### src/fwp_pkg.sv
/*
  fwp_pkg: constants shared by the flash write-protect and register block.
  assumes a command decoder upstream hands over decoded opcodes and addresses.
*/
`default_nettype none
package fwp_pkg;
  localparam logic [7:0] OP_PROG_1 = 8'h02;
  localparam logic [7:0] OP_PROG_4A = 8'h32;
  localparam logic [7:0] OP_PROG_4B = 8'h38;
  localparam logic [7:0] OP_SE_A = 8'hd7;
  localparam logic [7:0] OP_SE_B = 8'h20;
  localparam logic [7:0] OP_BE32 = 8'h52;
  localparam logic [7:0] OP_BE64 = 8'hd8;
  localparam logic [7:0] OP_CE_A = 8'hc7;
  localparam logic [7:0] OP_CE_B = 8'h60;
  localparam logic [7:0] OP_WSTAT = 8'h01;
  localparam logic [7:0] OP_WFUNC = 8'h42;
  localparam logic [7:0] OP_RPNV = 8'h65;
  localparam logic [7:0] OP_XRPNV = 8'h85;
  localparam logic [7:0] OP_ROW_ERASE = 8'h64;
  localparam logic [7:0] OP_IRPG = 8'h62;
  localparam logic [7:0] OP_ABW = 8'h15;
  localparam logic [7:0] OP_WLSET = 8'h06;
  localparam logic [7:0] OP_WLCLR = 8'h04;
  localparam logic [7:0] OP_SUSP = 8'h75;
  localparam logic [7:0] OP_RESUME = 8'h7a;
  // status bit positions
  localparam int ST_BUSY = 0;
  localparam int ST_WL = 1;
  localparam int ST_BP_LO = 2;
  localparam int ST_QUAD = 6;
  localparam int ST_LOCK = 7;
  // function bit positions
  localparam int FN_RSTDIS = 0;
  localparam int FN_BOTTOM = 1;
  localparam int FN_PROG_SUSP = 2;
  localparam int FN_ERASE_SUSP = 3;
  localparam int FN_IRL_LO = 4;
  localparam int BLK_W = 7;
  localparam int ADDR_W = 23;
  localparam logic [7:0] NPROT_ALL = 8'h80;
  localparam logic [7:0] NPROT_NONE = 8'h00;
  localparam logic [7:0] BLK_LAST = 8'h7f;
  localparam logic [7:0] STAT_RST = 8'h00;
  localparam logic [7:0] FUNC_RST = 8'h00;
  localparam logic [3:0] FN_OTP_MASK = 4'hf;
  localparam int OP_CYCLES = 4;
  typedef enum logic [1:0] {OP_NONE, OP_PROG, OP_ERASE, OP_REGW} fwp_op_t;
endpackage : fwp_pkg
`default_nettype wire

### src/fwp_core.sv
/*
  fwp_core: status/function registers, write latch, block protection and
  suspend flags of a serial flash. assumes cmd_valid is a one-cycle pulse from a
  decoder on clk_sys (serial clock domain), with address and data held alongside.
  op_done_i ends the running array or register operation.
*/
`timescale 1ns/1ps
`default_nettype none
module fwp_core #(
  parameter logic RSTDIS_DEFAULT = 1'b0
) (
  input wire logic clk_sys,
  input wire logic resetn,
  input wire logic cmd_valid,
  input wire logic [7:0] cmd_op,
  input wire logic [22:0] cmd_addr,
  input wire logic [7:0] cmd_data,
  input wire logic [1:0] cmd_row,
  input wire logic op_done_i,
  input wire logic wp_n_pin,
  output logic [7:0] flash_status,
  output logic [7:0] flash_function_config,
  output logic op_start,
  output logic op_reject,
  output logic pins_are_data,
  output logic hold_reset_shared
);
  logic wp_s1_q, wp_s2_q;
  logic [7:0] stat_q, stat_d;
  logic [7:0] func_q, func_d;
  fwp_pkg::fwp_op_t op_q, op_d;
  logic start_q, start_d, rej_q, rej_d, susp_q, susp_d;
  logic [3:0] bp;
  logic [fwp_pkg::BLK_W-1:0] blk;
  logic in_prot, needs_wl, is_prog, is_erase, is_ce, stat_frozen, row_locked;
  logic [fwp_pkg::BLK_W:0] nprot;

  always_ff @(posedge clk_sys)
  begin
    wp_s1_q <= wp_n_pin;
    wp_s2_q <= wp_s1_q;
  end

  assign bp = stat_q[fwp_pkg::ST_BP_LO +: 4];
  assign blk = cmd_addr[fwp_pkg::ADDR_W-1 -: fwp_pkg::BLK_W];

  always_comb
  begin
    if (bp[3])
      nprot = fwp_pkg::NPROT_ALL;
    else if (bp[2:0] == 3'h0)
      nprot = fwp_pkg::NPROT_NONE;
    else
      nprot = 8'(8'h01 << (bp[2:0] - 3'h1));
    if (func_q[fwp_pkg::FN_BOTTOM])
      in_prot = {1'b0, blk} < nprot;
    else
      in_prot = ({1'b0, blk} + nprot) > fwp_pkg::BLK_LAST;
  end

  always_comb
  begin
    is_prog = 1'b0;
    is_erase = 1'b0;
    is_ce = 1'b0;
    needs_wl = 1'b1;
    case (cmd_op)
      fwp_pkg::OP_PROG_1, fwp_pkg::OP_PROG_4A, fwp_pkg::OP_PROG_4B:
        is_prog = 1'b1;
      fwp_pkg::OP_SE_A, fwp_pkg::OP_SE_B, fwp_pkg::OP_BE32, fwp_pkg::OP_BE64:
        is_erase = 1'b1;
      fwp_pkg::OP_CE_A, fwp_pkg::OP_CE_B:
        is_ce = 1'b1;
      fwp_pkg::OP_WSTAT, fwp_pkg::OP_WFUNC, fwp_pkg::OP_RPNV:
        needs_wl = 1'b1;
      fwp_pkg::OP_XRPNV, fwp_pkg::OP_ROW_ERASE, fwp_pkg::OP_IRPG, fwp_pkg::OP_ABW:
        needs_wl = 1'b1;
      default:
        needs_wl = 1'b0;
    endcase
    // pin is seen two edges late, so a write right after it drops still passes
    stat_frozen = stat_q[fwp_pkg::ST_LOCK] && !wp_s2_q;
    row_locked = func_q[fwp_pkg::FN_IRL_LO + 32'(cmd_row)];
  end

  always_comb
  begin
    stat_d = stat_q;
    func_d = func_q;
    op_d = op_q;
    susp_d = susp_q;
    start_d = 1'b0;
    rej_d = 1'b0;
    if (op_q != fwp_pkg::OP_NONE && op_done_i)
    begin
      stat_d[fwp_pkg::ST_BUSY] = 1'b0;
      stat_d[fwp_pkg::ST_WL] = 1'b0;
      op_d = fwp_pkg::OP_NONE;
    end
    if (cmd_valid)
    begin
      if (stat_q[fwp_pkg::ST_BUSY])
      begin
        if (cmd_op == fwp_pkg::OP_SUSP && !op_done_i)
        begin
          // suspend parks a program or erase op; busy drops so other work may run
          if (op_q == fwp_pkg::OP_PROG)
            func_d[fwp_pkg::FN_PROG_SUSP] = 1'b1;
          if (op_q == fwp_pkg::OP_ERASE)
            func_d[fwp_pkg::FN_ERASE_SUSP] = 1'b1;
          if (op_q == fwp_pkg::OP_PROG || op_q == fwp_pkg::OP_ERASE)
          begin
            susp_d = op_q == fwp_pkg::OP_ERASE;
            stat_d[fwp_pkg::ST_BUSY] = 1'b0;
            op_d = fwp_pkg::OP_NONE;
          end
        end
        else
          rej_d = 1'b1;
      end
      else if (cmd_op == fwp_pkg::OP_WLSET)
        stat_d[fwp_pkg::ST_WL] = 1'b1;
      else if (cmd_op == fwp_pkg::OP_WLCLR)
        stat_d[fwp_pkg::ST_WL] = 1'b0;
      else if (cmd_op == fwp_pkg::OP_RESUME
        && (func_q[fwp_pkg::FN_PROG_SUSP] || func_q[fwp_pkg::FN_ERASE_SUSP]))
      begin
        // resume re-enters whichever operation was parked last
        func_d[fwp_pkg::FN_PROG_SUSP] = 1'b0;
        func_d[fwp_pkg::FN_ERASE_SUSP] = 1'b0;
        stat_d[fwp_pkg::ST_BUSY] = 1'b1;
        op_d = susp_q ? fwp_pkg::OP_ERASE : fwp_pkg::OP_PROG;
      end
      else if (needs_wl && !stat_q[fwp_pkg::ST_WL])
        rej_d = 1'b1;
      else if (((is_prog || is_erase) && in_prot)
        || (is_ce && bp != 4'h0)
        || (cmd_op == fwp_pkg::OP_WSTAT && stat_frozen)
        || (cmd_op == fwp_pkg::OP_IRPG && row_locked))
        rej_d = 1'b1;
      else if (needs_wl)
      begin
        start_d = 1'b1;
        stat_d[fwp_pkg::ST_BUSY] = 1'b1;
        op_d = is_prog ? fwp_pkg::OP_PROG
          : (is_erase || is_ce) ? fwp_pkg::OP_ERASE : fwp_pkg::OP_REGW;
        if (cmd_op == fwp_pkg::OP_WSTAT)
          stat_d[7:fwp_pkg::ST_BP_LO] = cmd_data[7:fwp_pkg::ST_BP_LO];
        if (cmd_op == fwp_pkg::OP_WFUNC)
        begin
          func_d[fwp_pkg::FN_RSTDIS] = func_q[fwp_pkg::FN_RSTDIS] | cmd_data[fwp_pkg::FN_RSTDIS];
          func_d[fwp_pkg::FN_BOTTOM] = func_q[fwp_pkg::FN_BOTTOM] | cmd_data[fwp_pkg::FN_BOTTOM];
          func_d[7:fwp_pkg::FN_IRL_LO] = func_q[7:fwp_pkg::FN_IRL_LO]
            | (cmd_data[7:fwp_pkg::FN_IRL_LO] & fwp_pkg::FN_OTP_MASK);
        end
      end
    end
    // parts shipped with the reset pin disabled show a one here from the first edge out of reset
    func_d[fwp_pkg::FN_RSTDIS] = func_d[fwp_pkg::FN_RSTDIS] | RSTDIS_DEFAULT;
  end

  always_ff @(posedge clk_sys)
  begin
    if (!resetn)
    begin
      stat_q <= fwp_pkg::STAT_RST;
      func_q <= fwp_pkg::FUNC_RST;
      op_q <= fwp_pkg::OP_NONE;
      susp_q <= 1'b0;
      start_q <= 1'b0;
      rej_q <= 1'b0;
      pins_are_data <= 1'b0;
      hold_reset_shared <= 1'b0;
    end
    else
    begin
      stat_q <= stat_d;
      func_q <= func_d;
      op_q <= op_d;
      susp_q <= susp_d;
      start_q <= start_d;
      rej_q <= rej_d;
      // pin routing tracks the register copy edge for edge
      pins_are_data <= stat_d[fwp_pkg::ST_QUAD];
      hold_reset_shared <= func_d[fwp_pkg::FN_RSTDIS];
    end
  end

  assign flash_status = stat_q;
  assign flash_function_config = func_q;
  assign op_start = start_q;
  assign op_reject = rej_q;

  // protection and latch checks
  uncommitted_a: assert property (@(posedge clk_sys) disable iff (!resetn)
    cmd_valid && !stat_q[0] && !stat_q[1] && needs_wl |=> op_reject && !op_start)
    else $error("write without latch not refused");
  prot_block_a: assert property (@(posedge clk_sys) disable iff (!resetn)
    cmd_valid && !stat_q[0] && (is_prog || is_erase) && in_prot |=> !op_start)
    else $error("protected block started");
  chip_erase_a: assert property (@(posedge clk_sys) disable iff (!resetn)
    cmd_valid && is_ce && bp != 4'h0 |=> !op_start)
    else $error("chip erase ran with protection");
  ce_open_a: assert property (@(posedge clk_sys) disable iff (!resetn)
    cmd_valid && !stat_q[0] && stat_q[1] && is_ce && bp == 4'h0 |=> op_start)
    else $error("open chip erase refused");
  prot_all_a: assert property (@(posedge clk_sys) disable iff (!resetn)
    cmd_valid && !stat_q[0] && (is_prog || is_erase) && bp[3] |=> op_reject)
    else $error("whole array protection missed");
  prot_top_a: assert property (@(posedge clk_sys) disable iff (!resetn)
    cmd_valid && !stat_q[0] && (is_prog || is_erase) && !func_q[1] && bp == 4'h3 && blk >= 7'h7c
    |=> op_reject)
    else $error("top region write not refused");
  prot_bottom_a: assert property (@(posedge clk_sys) disable iff (!resetn)
    cmd_valid && !stat_q[0] && (is_prog || is_erase) && func_q[1] && bp == 4'h1 && blk == 7'h00
    |=> op_reject)
    else $error("bottom region write not refused");
  row_lock_a: assert property (@(posedge clk_sys) disable iff (!resetn)
    cmd_valid && !stat_q[0] && cmd_op == fwp_pkg::OP_IRPG && row_locked |=> op_reject)
    else $error("locked row program not refused");
  latch_set_a: assert property (@(posedge clk_sys) disable iff (!resetn)
    cmd_valid && !stat_q[0] && cmd_op == fwp_pkg::OP_WLSET |=> stat_q[1])
    else $error("latch not set");
  latch_clr_a: assert property (@(posedge clk_sys) disable iff (!resetn)
    cmd_valid && !stat_q[0] && cmd_op == fwp_pkg::OP_WLCLR |=> !stat_q[1])
    else $error("latch not cleared");
  latch_quiet_a: assert property (@(posedge clk_sys) disable iff (!resetn)
    cmd_valid && !stat_q[0] && (cmd_op == fwp_pkg::OP_WLSET || cmd_op == fwp_pkg::OP_WLCLR) |=> !op_start && !op_reject)
    else $error("latch command pulsed");
  // register and flag checks
  stat_frozen_a: assert property (@(posedge clk_sys) disable iff (!resetn)
    cmd_valid && cmd_op == fwp_pkg::OP_WSTAT && stat_frozen |=> $stable(stat_q[7:2]))
    else $error("frozen status changed");
  reg_write_a: assert property (@(posedge clk_sys) disable iff (!resetn)
    cmd_valid && !stat_q[0] && stat_q[1] && cmd_op == fwp_pkg::OP_WSTAT && !stat_frozen
    |=> stat_q[7:2] == $past(cmd_data[7:2]))
    else $error("status write lost");
  quad_pin_a: assert property (@(posedge clk_sys) disable iff (!resetn)
    pins_are_data == stat_q[6])
    else $error("pin function differs from quad bit");
  hold_shared_a: assert property (@(posedge clk_sys) disable iff (!resetn)
    hold_reset_shared == func_q[0])
    else $error("reset pin routing differs from bit");
  otp_sticky_a: assert property (@(posedge clk_sys) disable iff (!resetn)
    func_q[1] |=> func_q[1])
    else $error("otp bit cleared");
  otp_rows_a: assert property (@(posedge clk_sys) disable iff (!resetn)
    func_q[7:4] != 4'h0 |=> (func_q[7:4] & $past(func_q[7:4])) == $past(func_q[7:4]))
    else $error("row lock cleared");
  busy_done_a: assert property (@(posedge clk_sys) disable iff (!resetn)
    op_q != fwp_pkg::OP_NONE && op_done_i && !cmd_valid |=> !stat_q[0] && !stat_q[1])
    else $error("busy or latch stuck after done");
  busy_ignore_a: assert property (@(posedge clk_sys) disable iff (!resetn)
    stat_q[0] && cmd_valid && cmd_op != fwp_pkg::OP_SUSP |=> op_reject)
    else $error("command accepted while busy");
  busy_hold_a: assert property (@(posedge clk_sys) disable iff (!resetn)
    stat_q[0] && !op_done_i && !cmd_valid |=> stat_q[0])
    else $error("busy dropped early");
  start_busy_a: assert property (@(posedge clk_sys) disable iff (!resetn)
    op_start |-> stat_q[0])
    else $error("started without busy");
  program_suspended_flag_set_a: assert property (@(posedge clk_sys) disable iff (!resetn)
    cmd_valid && cmd_op == fwp_pkg::OP_SUSP && op_q == fwp_pkg::OP_PROG && !op_done_i |=> func_q[2])
    else $error("program suspend flag not set");
  erase_suspended_flag_set_a: assert property (@(posedge clk_sys) disable iff (!resetn)
    cmd_valid && cmd_op == fwp_pkg::OP_SUSP && op_q == fwp_pkg::OP_ERASE && !op_done_i |=> func_q[3])
    else $error("erase suspend flag not set");
  resume_clr_a: assert property (@(posedge clk_sys) disable iff (!resetn)
    cmd_valid && !stat_q[0] && cmd_op == fwp_pkg::OP_RESUME && func_q[3:2] != 2'h0
    |=> stat_q[0] && func_q[3:2] == 2'h0)
    else $error("resume left flags or idle");
  // scenario covers
  start_cov: cover property (@(posedge clk_sys) disable iff (!resetn) op_start);
  rej_cov: cover property (@(posedge clk_sys) disable iff (!resetn) op_reject && in_prot);
  susp_cov: cover property (@(posedge clk_sys) disable iff (!resetn) func_q[3]);
  program_suspended_flag_cov: cover property (@(posedge clk_sys) disable iff (!resetn) func_q[2]);
  frozen_cov: cover property (@(posedge clk_sys) disable iff (!resetn) cmd_valid && stat_frozen);
endmodule : fwp_core
`default_nettype wire

### config.mk
export PLATFORM = sky130hd
export DESIGN_NAME = fwp_core
export DESIGN_NICKNAME = d
export VERILOG_FILES = /design/src/fwp_pkg.sv /design/src/fwp_core.sv
export SDC_FILE = /design/constraint.sdc
export NUM_CORES = 1
export LEC_CHECK = 0
export BUFFER_PORTS_ARGS = -buffer_cell sky130_fd_sc_hd__buf_4
export CORE_MARGIN = 3
export CORE_UTILIZATION = 37
export DETAILED_ROUTE_END_ITERATION = 16
export GPL_TIMING_DRIVEN = 1
export PLACE_DENSITY_LB_ADDON = 0.15
export SYNTH_ARGS = -nofsm -noshare
export SYNTH_HDL_FRONTEND = slang
export SYNTH_SLANG_ARGS = --single-unit
### constraint.sdc
create_clock -name clk_sys -period 4.8 [get_ports clk_sys]
set_clock_uncertainty 0.05 [all_clocks]
set_input_delay 0.72 -clock clk_sys [delete_from_list [all_inputs] [get_ports clk_sys]]
set_output_delay 0.72 -clock clk_sys [all_outputs]
set_load 0.005 [all_outputs]
# ---- Yosys cells after proc, flatten, opt, wreduce, memory -nomap -nowiden
# Index checks and enable logic that the tools add are counted.
dict set report totals {
  elab_cells 156
  ff_bits 24
  out_inout_bits 20
}
dict set report classes {
  eq_ne 27
  n_reduce_logical 34
  bitwise 11
  add_sub_neg 3
  n_lt_le_gt_ge 3
  n_shift 1
  n_mux 64
}
# cell n
set ops {}
lappend ops {{== test 8 x 7 -> 1 bit, second input constant} 8}
lappend ops {{2-to-1 mux 2 bit} 22}
lappend ops {{2-to-1 mux 5 bit} 7}
lappend ops {{== test 8 bit, second input constant} 4}
lappend ops {{2-to-1 mux 1 bit} 28}
lappend ops {{== test 8 x 6 -> 1 bit, second input constant} 3}
lappend ops {{AND reduction 9 bit} 2}
lappend ops {{== test 8 x 3 -> 1 bit, second input constant} 2}
lappend ops {{2-to-1 mux 8 bit} 2}
lappend ops {{OR reduction 16 bit} 1}
lappend ops {{AND reduction 6 bit} 2}
lappend ops {{logical AND 1 bit} 9}
lappend ops {{adder 7 x 8 -> 8 bit} 1}
lappend ops {{== test 8 x 1 -> 1 bit, second input constant} 1}
lappend ops {{== test 8 x 2 -> 1 bit, second input constant} 1}
lappend ops {{== test 8 x 5 -> 1 bit, second input constant} 1}
lappend ops {{greater-than comparator 8 x 7 -> 1 bit, second input constant} 1}
lappend ops {{< comparator 7 x 8 -> 1 bit} 1}
lappend ops {{2-to-1 mux 4 bit} 2}
lappend ops {{NOT 1 bit} 8}
lappend ops {{OR reduction 8 bit} 1}
lappend ops {{<< shifter 1 x 3 -> 8 bit, first input constant} 1}
lappend ops {{logical OR 1 bit} 7}
lappend ops {{2-to-1 mux 7 bit} 1}
lappend ops {{20 further kinds} 27}

# ---- Logic depth before layout (Yosys ltp)
dict set report logic_depth {
  word_depth 18
  depth_mapped 11
}

# ---- Worst setup path before layout
# No wires, ideal clock.
dict set report synth_path {
  path_type {input port to flip-flop}
  startpoint {in cmd_addr[22]}
  endpoint {reg op_q[0]}
  cell_stages 7
  arrival_ns 2.828
  setup_slack_ns 1.860
  cell_sequence {ha_1 or4_1 o221a_2 nor3_1 o311ai_4 or4_1 nand3_1}
}
dict set report synth_between {
  elab_chain_len 14
}
# item line_no
set synth_lines {}
lappend synth_lines {{start: declaration} fwp_core.sv:16} ;# input wire logic [22:0] cmd_addr,
lappend synth_lines {{adder 7 x 8 -> 8 bit} fwp_core.sv:58} ;# in_prot = ({1'b0, blk} + nprot) > fwp_pkg::BLK_LAST;
lappend synth_lines {{greater-than comparator 8 x 7 -> 1 bit} fwp_core.sv:58}
lappend synth_lines {{2-to-1 mux 1 bit *} fwp_core.sv:55} ;# if (func_q[fwp_pkg::FN_BOTTOM])
lappend synth_lines {{logical AND 1 bit *} fwp_core.sv:136} ;# else if (((is_prog || is_erase) && in_prot)
lappend synth_lines {{logical OR 1 bit *} fwp_core.sv:137} ;# || (is_ce && bp != 4'h0)
lappend synth_lines {{logical OR 1 bit *} fwp_core.sv:138} ;# || (cmd_op == fwp_pkg::OP_WSTAT && stat_frozen)
lappend synth_lines {{logical OR 1 bit *} fwp_core.sv:139} ;# || (cmd_op == fwp_pkg::OP_IRPG && row_locked))
lappend synth_lines {{2-to-1 mux 2 bit *} fwp_core.sv:136}
lappend synth_lines {{2-to-1 mux 2 bit *} fwp_core.sv:134} ;# else if (needs_wl && !stat_q[fwp_pkg::ST_WL])
lappend synth_lines {{2-to-1 mux 2 bit *} fwp_core.sv:125} ;# else if (cmd_op == fwp_pkg::OP_RESUME
lappend synth_lines {{2-to-1 mux 2 bit *} fwp_core.sv:123} ;# else if (cmd_op == fwp_pkg::OP_WLCLR)
lappend synth_lines {{2-to-1 mux 2 bit *} fwp_core.sv:121} ;# else if (cmd_op == fwp_pkg::OP_WLSET)
lappend synth_lines {{2-to-1 mux 2 bit *} fwp_core.sv:102} ;# if (stat_q[fwp_pkg::ST_BUSY])
lappend synth_lines {{2-to-1 mux 2 bit *} fwp_core.sv:100} ;# if (cmd_valid)
lappend synth_lines {{end signal: assignment} fwp_core.sv:168} ;# op_q <= fwp_pkg::OP_NONE;
lappend synth_lines {{end signal: assignment} fwp_core.sv:179} ;# op_q <= op_d;
lappend synth_lines {{end: declaration} fwp_core.sv:31} ;# fwp_pkg::fwp_op_t op_q, op_d;
# Mark *: on every way between the ends. The rest lies on a longest branch, timed or not.
# A chain may end at the register's enable or synchronous reset.

# ---- Final worst setup path
dict set report layout_path {
  startpoint {reg stat_q[2] (netlist: flash_status[2])}
  endpoint {reg func_q[1] (netlist: flash_function_config[1])}
}
dict set report layout_between {
  elab_chain_len 13
}
# item line_no
set layout_lines {}
lappend layout_lines {{start: declaration} fwp_core.sv:29} ;# logic [7:0] stat_q, stat_d;
lappend layout_lines {{start signal: assignment} fwp_core.sv:166} ;# stat_q <= fwp_pkg::STAT_RST;
lappend layout_lines {{start signal: assignment} fwp_core.sv:177} ;# stat_q <= stat_d;
lappend layout_lines {{subtractor 3 x 1 -> 3 bit} fwp_core.sv:54} ;# nprot = 8'(8'h01 << (bp[2:0] - 3'h1));
lappend layout_lines {{<< shifter 1 x 3 -> 8 bit} fwp_core.sv:54}
lappend layout_lines {{2-to-1 mux 8 bit} fwp_core.sv:51} ;# else if (bp[2:0] == 3'h0)
lappend layout_lines {{2-to-1 mux 8 bit} fwp_core.sv:49} ;# if (bp[3])
lappend layout_lines {{adder 7 x 8 -> 8 bit} fwp_core.sv:58}
lappend layout_lines {{greater-than comparator 8 x 7 -> 1 bit} fwp_core.sv:58}
lappend layout_lines {{2-to-1 mux 1 bit} fwp_core.sv:55}
lappend layout_lines {{logical AND 1 bit} fwp_core.sv:136}
lappend layout_lines {{logical OR 1 bit *} fwp_core.sv:137}
lappend layout_lines {{logical OR 1 bit *} fwp_core.sv:138}
lappend layout_lines {{logical OR 1 bit *} fwp_core.sv:139}
lappend layout_lines {{NOT 1 bit (no source line) *} -}
lappend layout_lines {{AND reduction 9 bit (no source line) *} -}
lappend layout_lines {{end signal: assignment} fwp_core.sv:167} ;# func_q <= fwp_pkg::FUNC_RST;
lappend layout_lines {{end signal: assignment} fwp_core.sv:178} ;# func_q <= func_d;
lappend layout_lines {{end: declaration} fwp_core.sv:30} ;# logic [7:0] func_q, func_d;
# Marks and branches as above.

==> flow_metrics.tcl <==
set metrics [dict create \
    cts_tree "done" \
    cts_root_buf "clkbuf_8" \
    status "complete, no violations" \
    dpl.hpwl_um 3400 \
    num_rows 24 \
    async_flop_share_pct 0 \
    drt_first_iter_violations 99 \
    fmax_mhz 321 \
    synth_top_area_cell "dfxtp_1" \
    area_growth_pct 23.8 \
    worstReg2RegStart "flash_status[2]$_SDFFE_PN0P_" \
    setup_viol 0 \
    final_hold_viol_count 0 \
    gp_congestion 0.791 \
    postCtsResizedCells 0 \
    worstSkewPairLatency_ps 270 \
    io_pins 66 \
    synthesis.nets 283 \
    htree_levels 1 \
    synth.area.top_cells "dfxtp_1, ha_1, nor2b_1" \
    synth_most_common_cell "nand2_1" \
    slowest_stage "or4_1" \
    dr.pass1.iters 4 \
    drive_gt1_share_pct 24.6 \
    worstSetupPathType "flip-flop to flip-flop" \
    grt_setup_unrepaired "no" \
    hold_start "wp_s1_q$_DFF_P_" \
    grt_use_total_pct 16.2 \
    portBuffers 49 \
    start_util_pct 39.7 \
    synthesis.area_sq_um 1800 \
    grt_max_degree 21 \
    worstMarginPinSlew_ps 926 \
    ant_nets 0 \
    n_antenna_cell 0 \
    synth-edff-count 0 \
    ys_warn_count 0 \
    cp_slowest_stage_delay_ps 510 \
    synthDistinctLibCells 55 \
    regToRegSetupSlack_ps 1680 \
    antenna_found_initial 0 \
    grt_overflow_total 0 \
    synth_top_area_share_pct 25.6 \
    grt_pass1_wl_um 7360 \
    report.final.slew_viol_count 0 \
    worstHoldPathType "flip-flop to flip-flop" \
    coreArea_sq_um 4530 \
    cts.clk_slew.worst_paths_ps 90 \
    num_vias 1688 \
    period_minus_slack_ps 3120 \
    wl_per_cell_um 13.4 \
    drc_errors 0 \
    grt_pass1_vias 1602 \
    crit_required_ps 4970 \
    post_cts_buffers 0 \
    die_area_sq_um 5740 \
    numCtsBuffers 3 \
    synth_ff_type "dfxtp_1" \
    nets 323 \
    synth_cells 221 \
    p_per_area_nw_per_um2 168 \
    cts_sinks 23 \
    drt_wl_total_um 4350 \
    via_per_inst 5.19 \
    cts_hold_buf 0 \
    die_h_um 75.8 \
    finish.utilization_pct 49.2 \
    crit_start "flash_status[2]$_SDFFE_PN0P_" \
    critical_path_arrival_ps 3280 \
    endpoint_kind "flip-flop" \
    syn_avg_cell_area_sq_um 8.15 \
    fin_crit_sh_pct 65.0 \
    cap_violations 0 \
    die_x_um 75.8 \
    ir_drop_v 0.000135 \
    ys_ff_latch 23 \
    cp_max_fo 7 \
    ys_seq_area_share_pct 25.6 \
    cp-start-kind "flip-flop" \
    clockBufferDepth 2 \
    power_leakage_nw 0.935 \
    fin_tns_setup_ps 0 \
    synth_commonest_cells "nand2_1, dfxtp_1, nor2_1, ha_1, nor2b_1" \
    max_slew_margin_pct 37.7 \
    cp_cell_sequence "nor2b_1 > nand3_1 > ha_1 > or4_1 > o221a_2 > nor3_1 > o311ai_4 > nor3_2 > a22o_1" \
]
## final timing paths
check                                          endpoint  depth (start not counted)
setup / recovery  flash_function_config[1]$_SDFFE_PN0P_                          9
hold / removal                          wp_s2_q$_DFF_P_                          0
setup reg to reg  flash_function_config[1]$_SDFFE_PN0P_                          9
hold reg to reg                         wp_s2_q$_DFF_P_                          0
## registers in the layout, summed over array words and instances (netlist names)
register / flops
op_q: 2
wp_s2_q: 1
flash_function_config: 8
op_start: 1
pins_are_data: 1
wp_s1_q: 1
susp_q: 1
op_reject: 1
flash_status: 7
## report_power, final
group / leakage (nW) / switching [mW] / internal, mW
Sequential: 0.186 / 0.000215 / 0.192
Clock: 0.0217 / 0.0674 / 0.0588
Combinational: 0.727 / 0.0289 / 0.0278
## layout by cell type (no fill, tap or decap), types with 3 or more instances in the layout
master	n
a21oi_1	8
a22o_1	6
buf_4	49
clkbuf_8	3
dfxtp_1	23
ha_1	16
inv_1	12
mux2i_1	6
nand2_1	24
nand2b_1	4
nand3_1	11
nor2_1	17
nor2b_1	15
nor3_1	5
nor4_1	3
nor4b_1	3
o211ai_1	4
o21ai_0	5
or4_1	3
## through the flow
step / setup slack, ps / hold slack, ps / cell area [sq um] / power [mW] / cells
2_1_floorplan: 1860 / 260 / 1800 / 0.227 / 221
3_3_place_gp: 1610 / 262 / 2180 / 0.253 / 321
3_5_place_dp: 1560 / 262 / 2180 / 0.253 / 321
4_1_cts: 1630 / 284 / 2230 / 0.376 / 325
5_1_grt: 1400 / 303 / 2230 / 0.391 / 325
6_report: 1680 / 284 / 2230 / 0.375 / 325
## cells by family after synthesis
family	synth area share (%)
flops	25.6
buf+inv	6.32
xor+xnor	0.973
simple gates	34.7
compound gates	16.7
fa+ha+maj	11.1
mux	4.59
## worst max-delay path: cells and delay by family (launching register included)
| kind | cells | cell delay [ps] |
|---|---|---|
| and+or+nand+nor | 5 | 1650 |
| AOI/OAI and AO/OA | 3 | 610 |
| DFF | 1 | 400 |
| adders and majority gates | 1 | 360 |
## final cells by class
class | count | area (sq um)
clock buffers | 3 | 41.3
clock inverters | 1 | 7.51
fillers | 482 | 2300
inverters | 12 | 45.0
multi-input cells | 172 | 1230
flip-flops and latches | 23 | 460
well taps | 65 | 81.3
repair buffers | 49 | 368
## per-layer routing
layer / global-route usage [%] / routed length, um / part of all wire, % / vias to the layer above
met3: 3.83 / 279 / 6.4 / 2
met4: 2.33 / 19 / 0.44 / 0
met5: 0 / 0 / 0 / -
met1: 22.6 / 2100 / 48 / 767
met2: 26.0 / 1960 / 45 / 47
li1: - / - / - / 872
(Power assumes the default switching activity.)
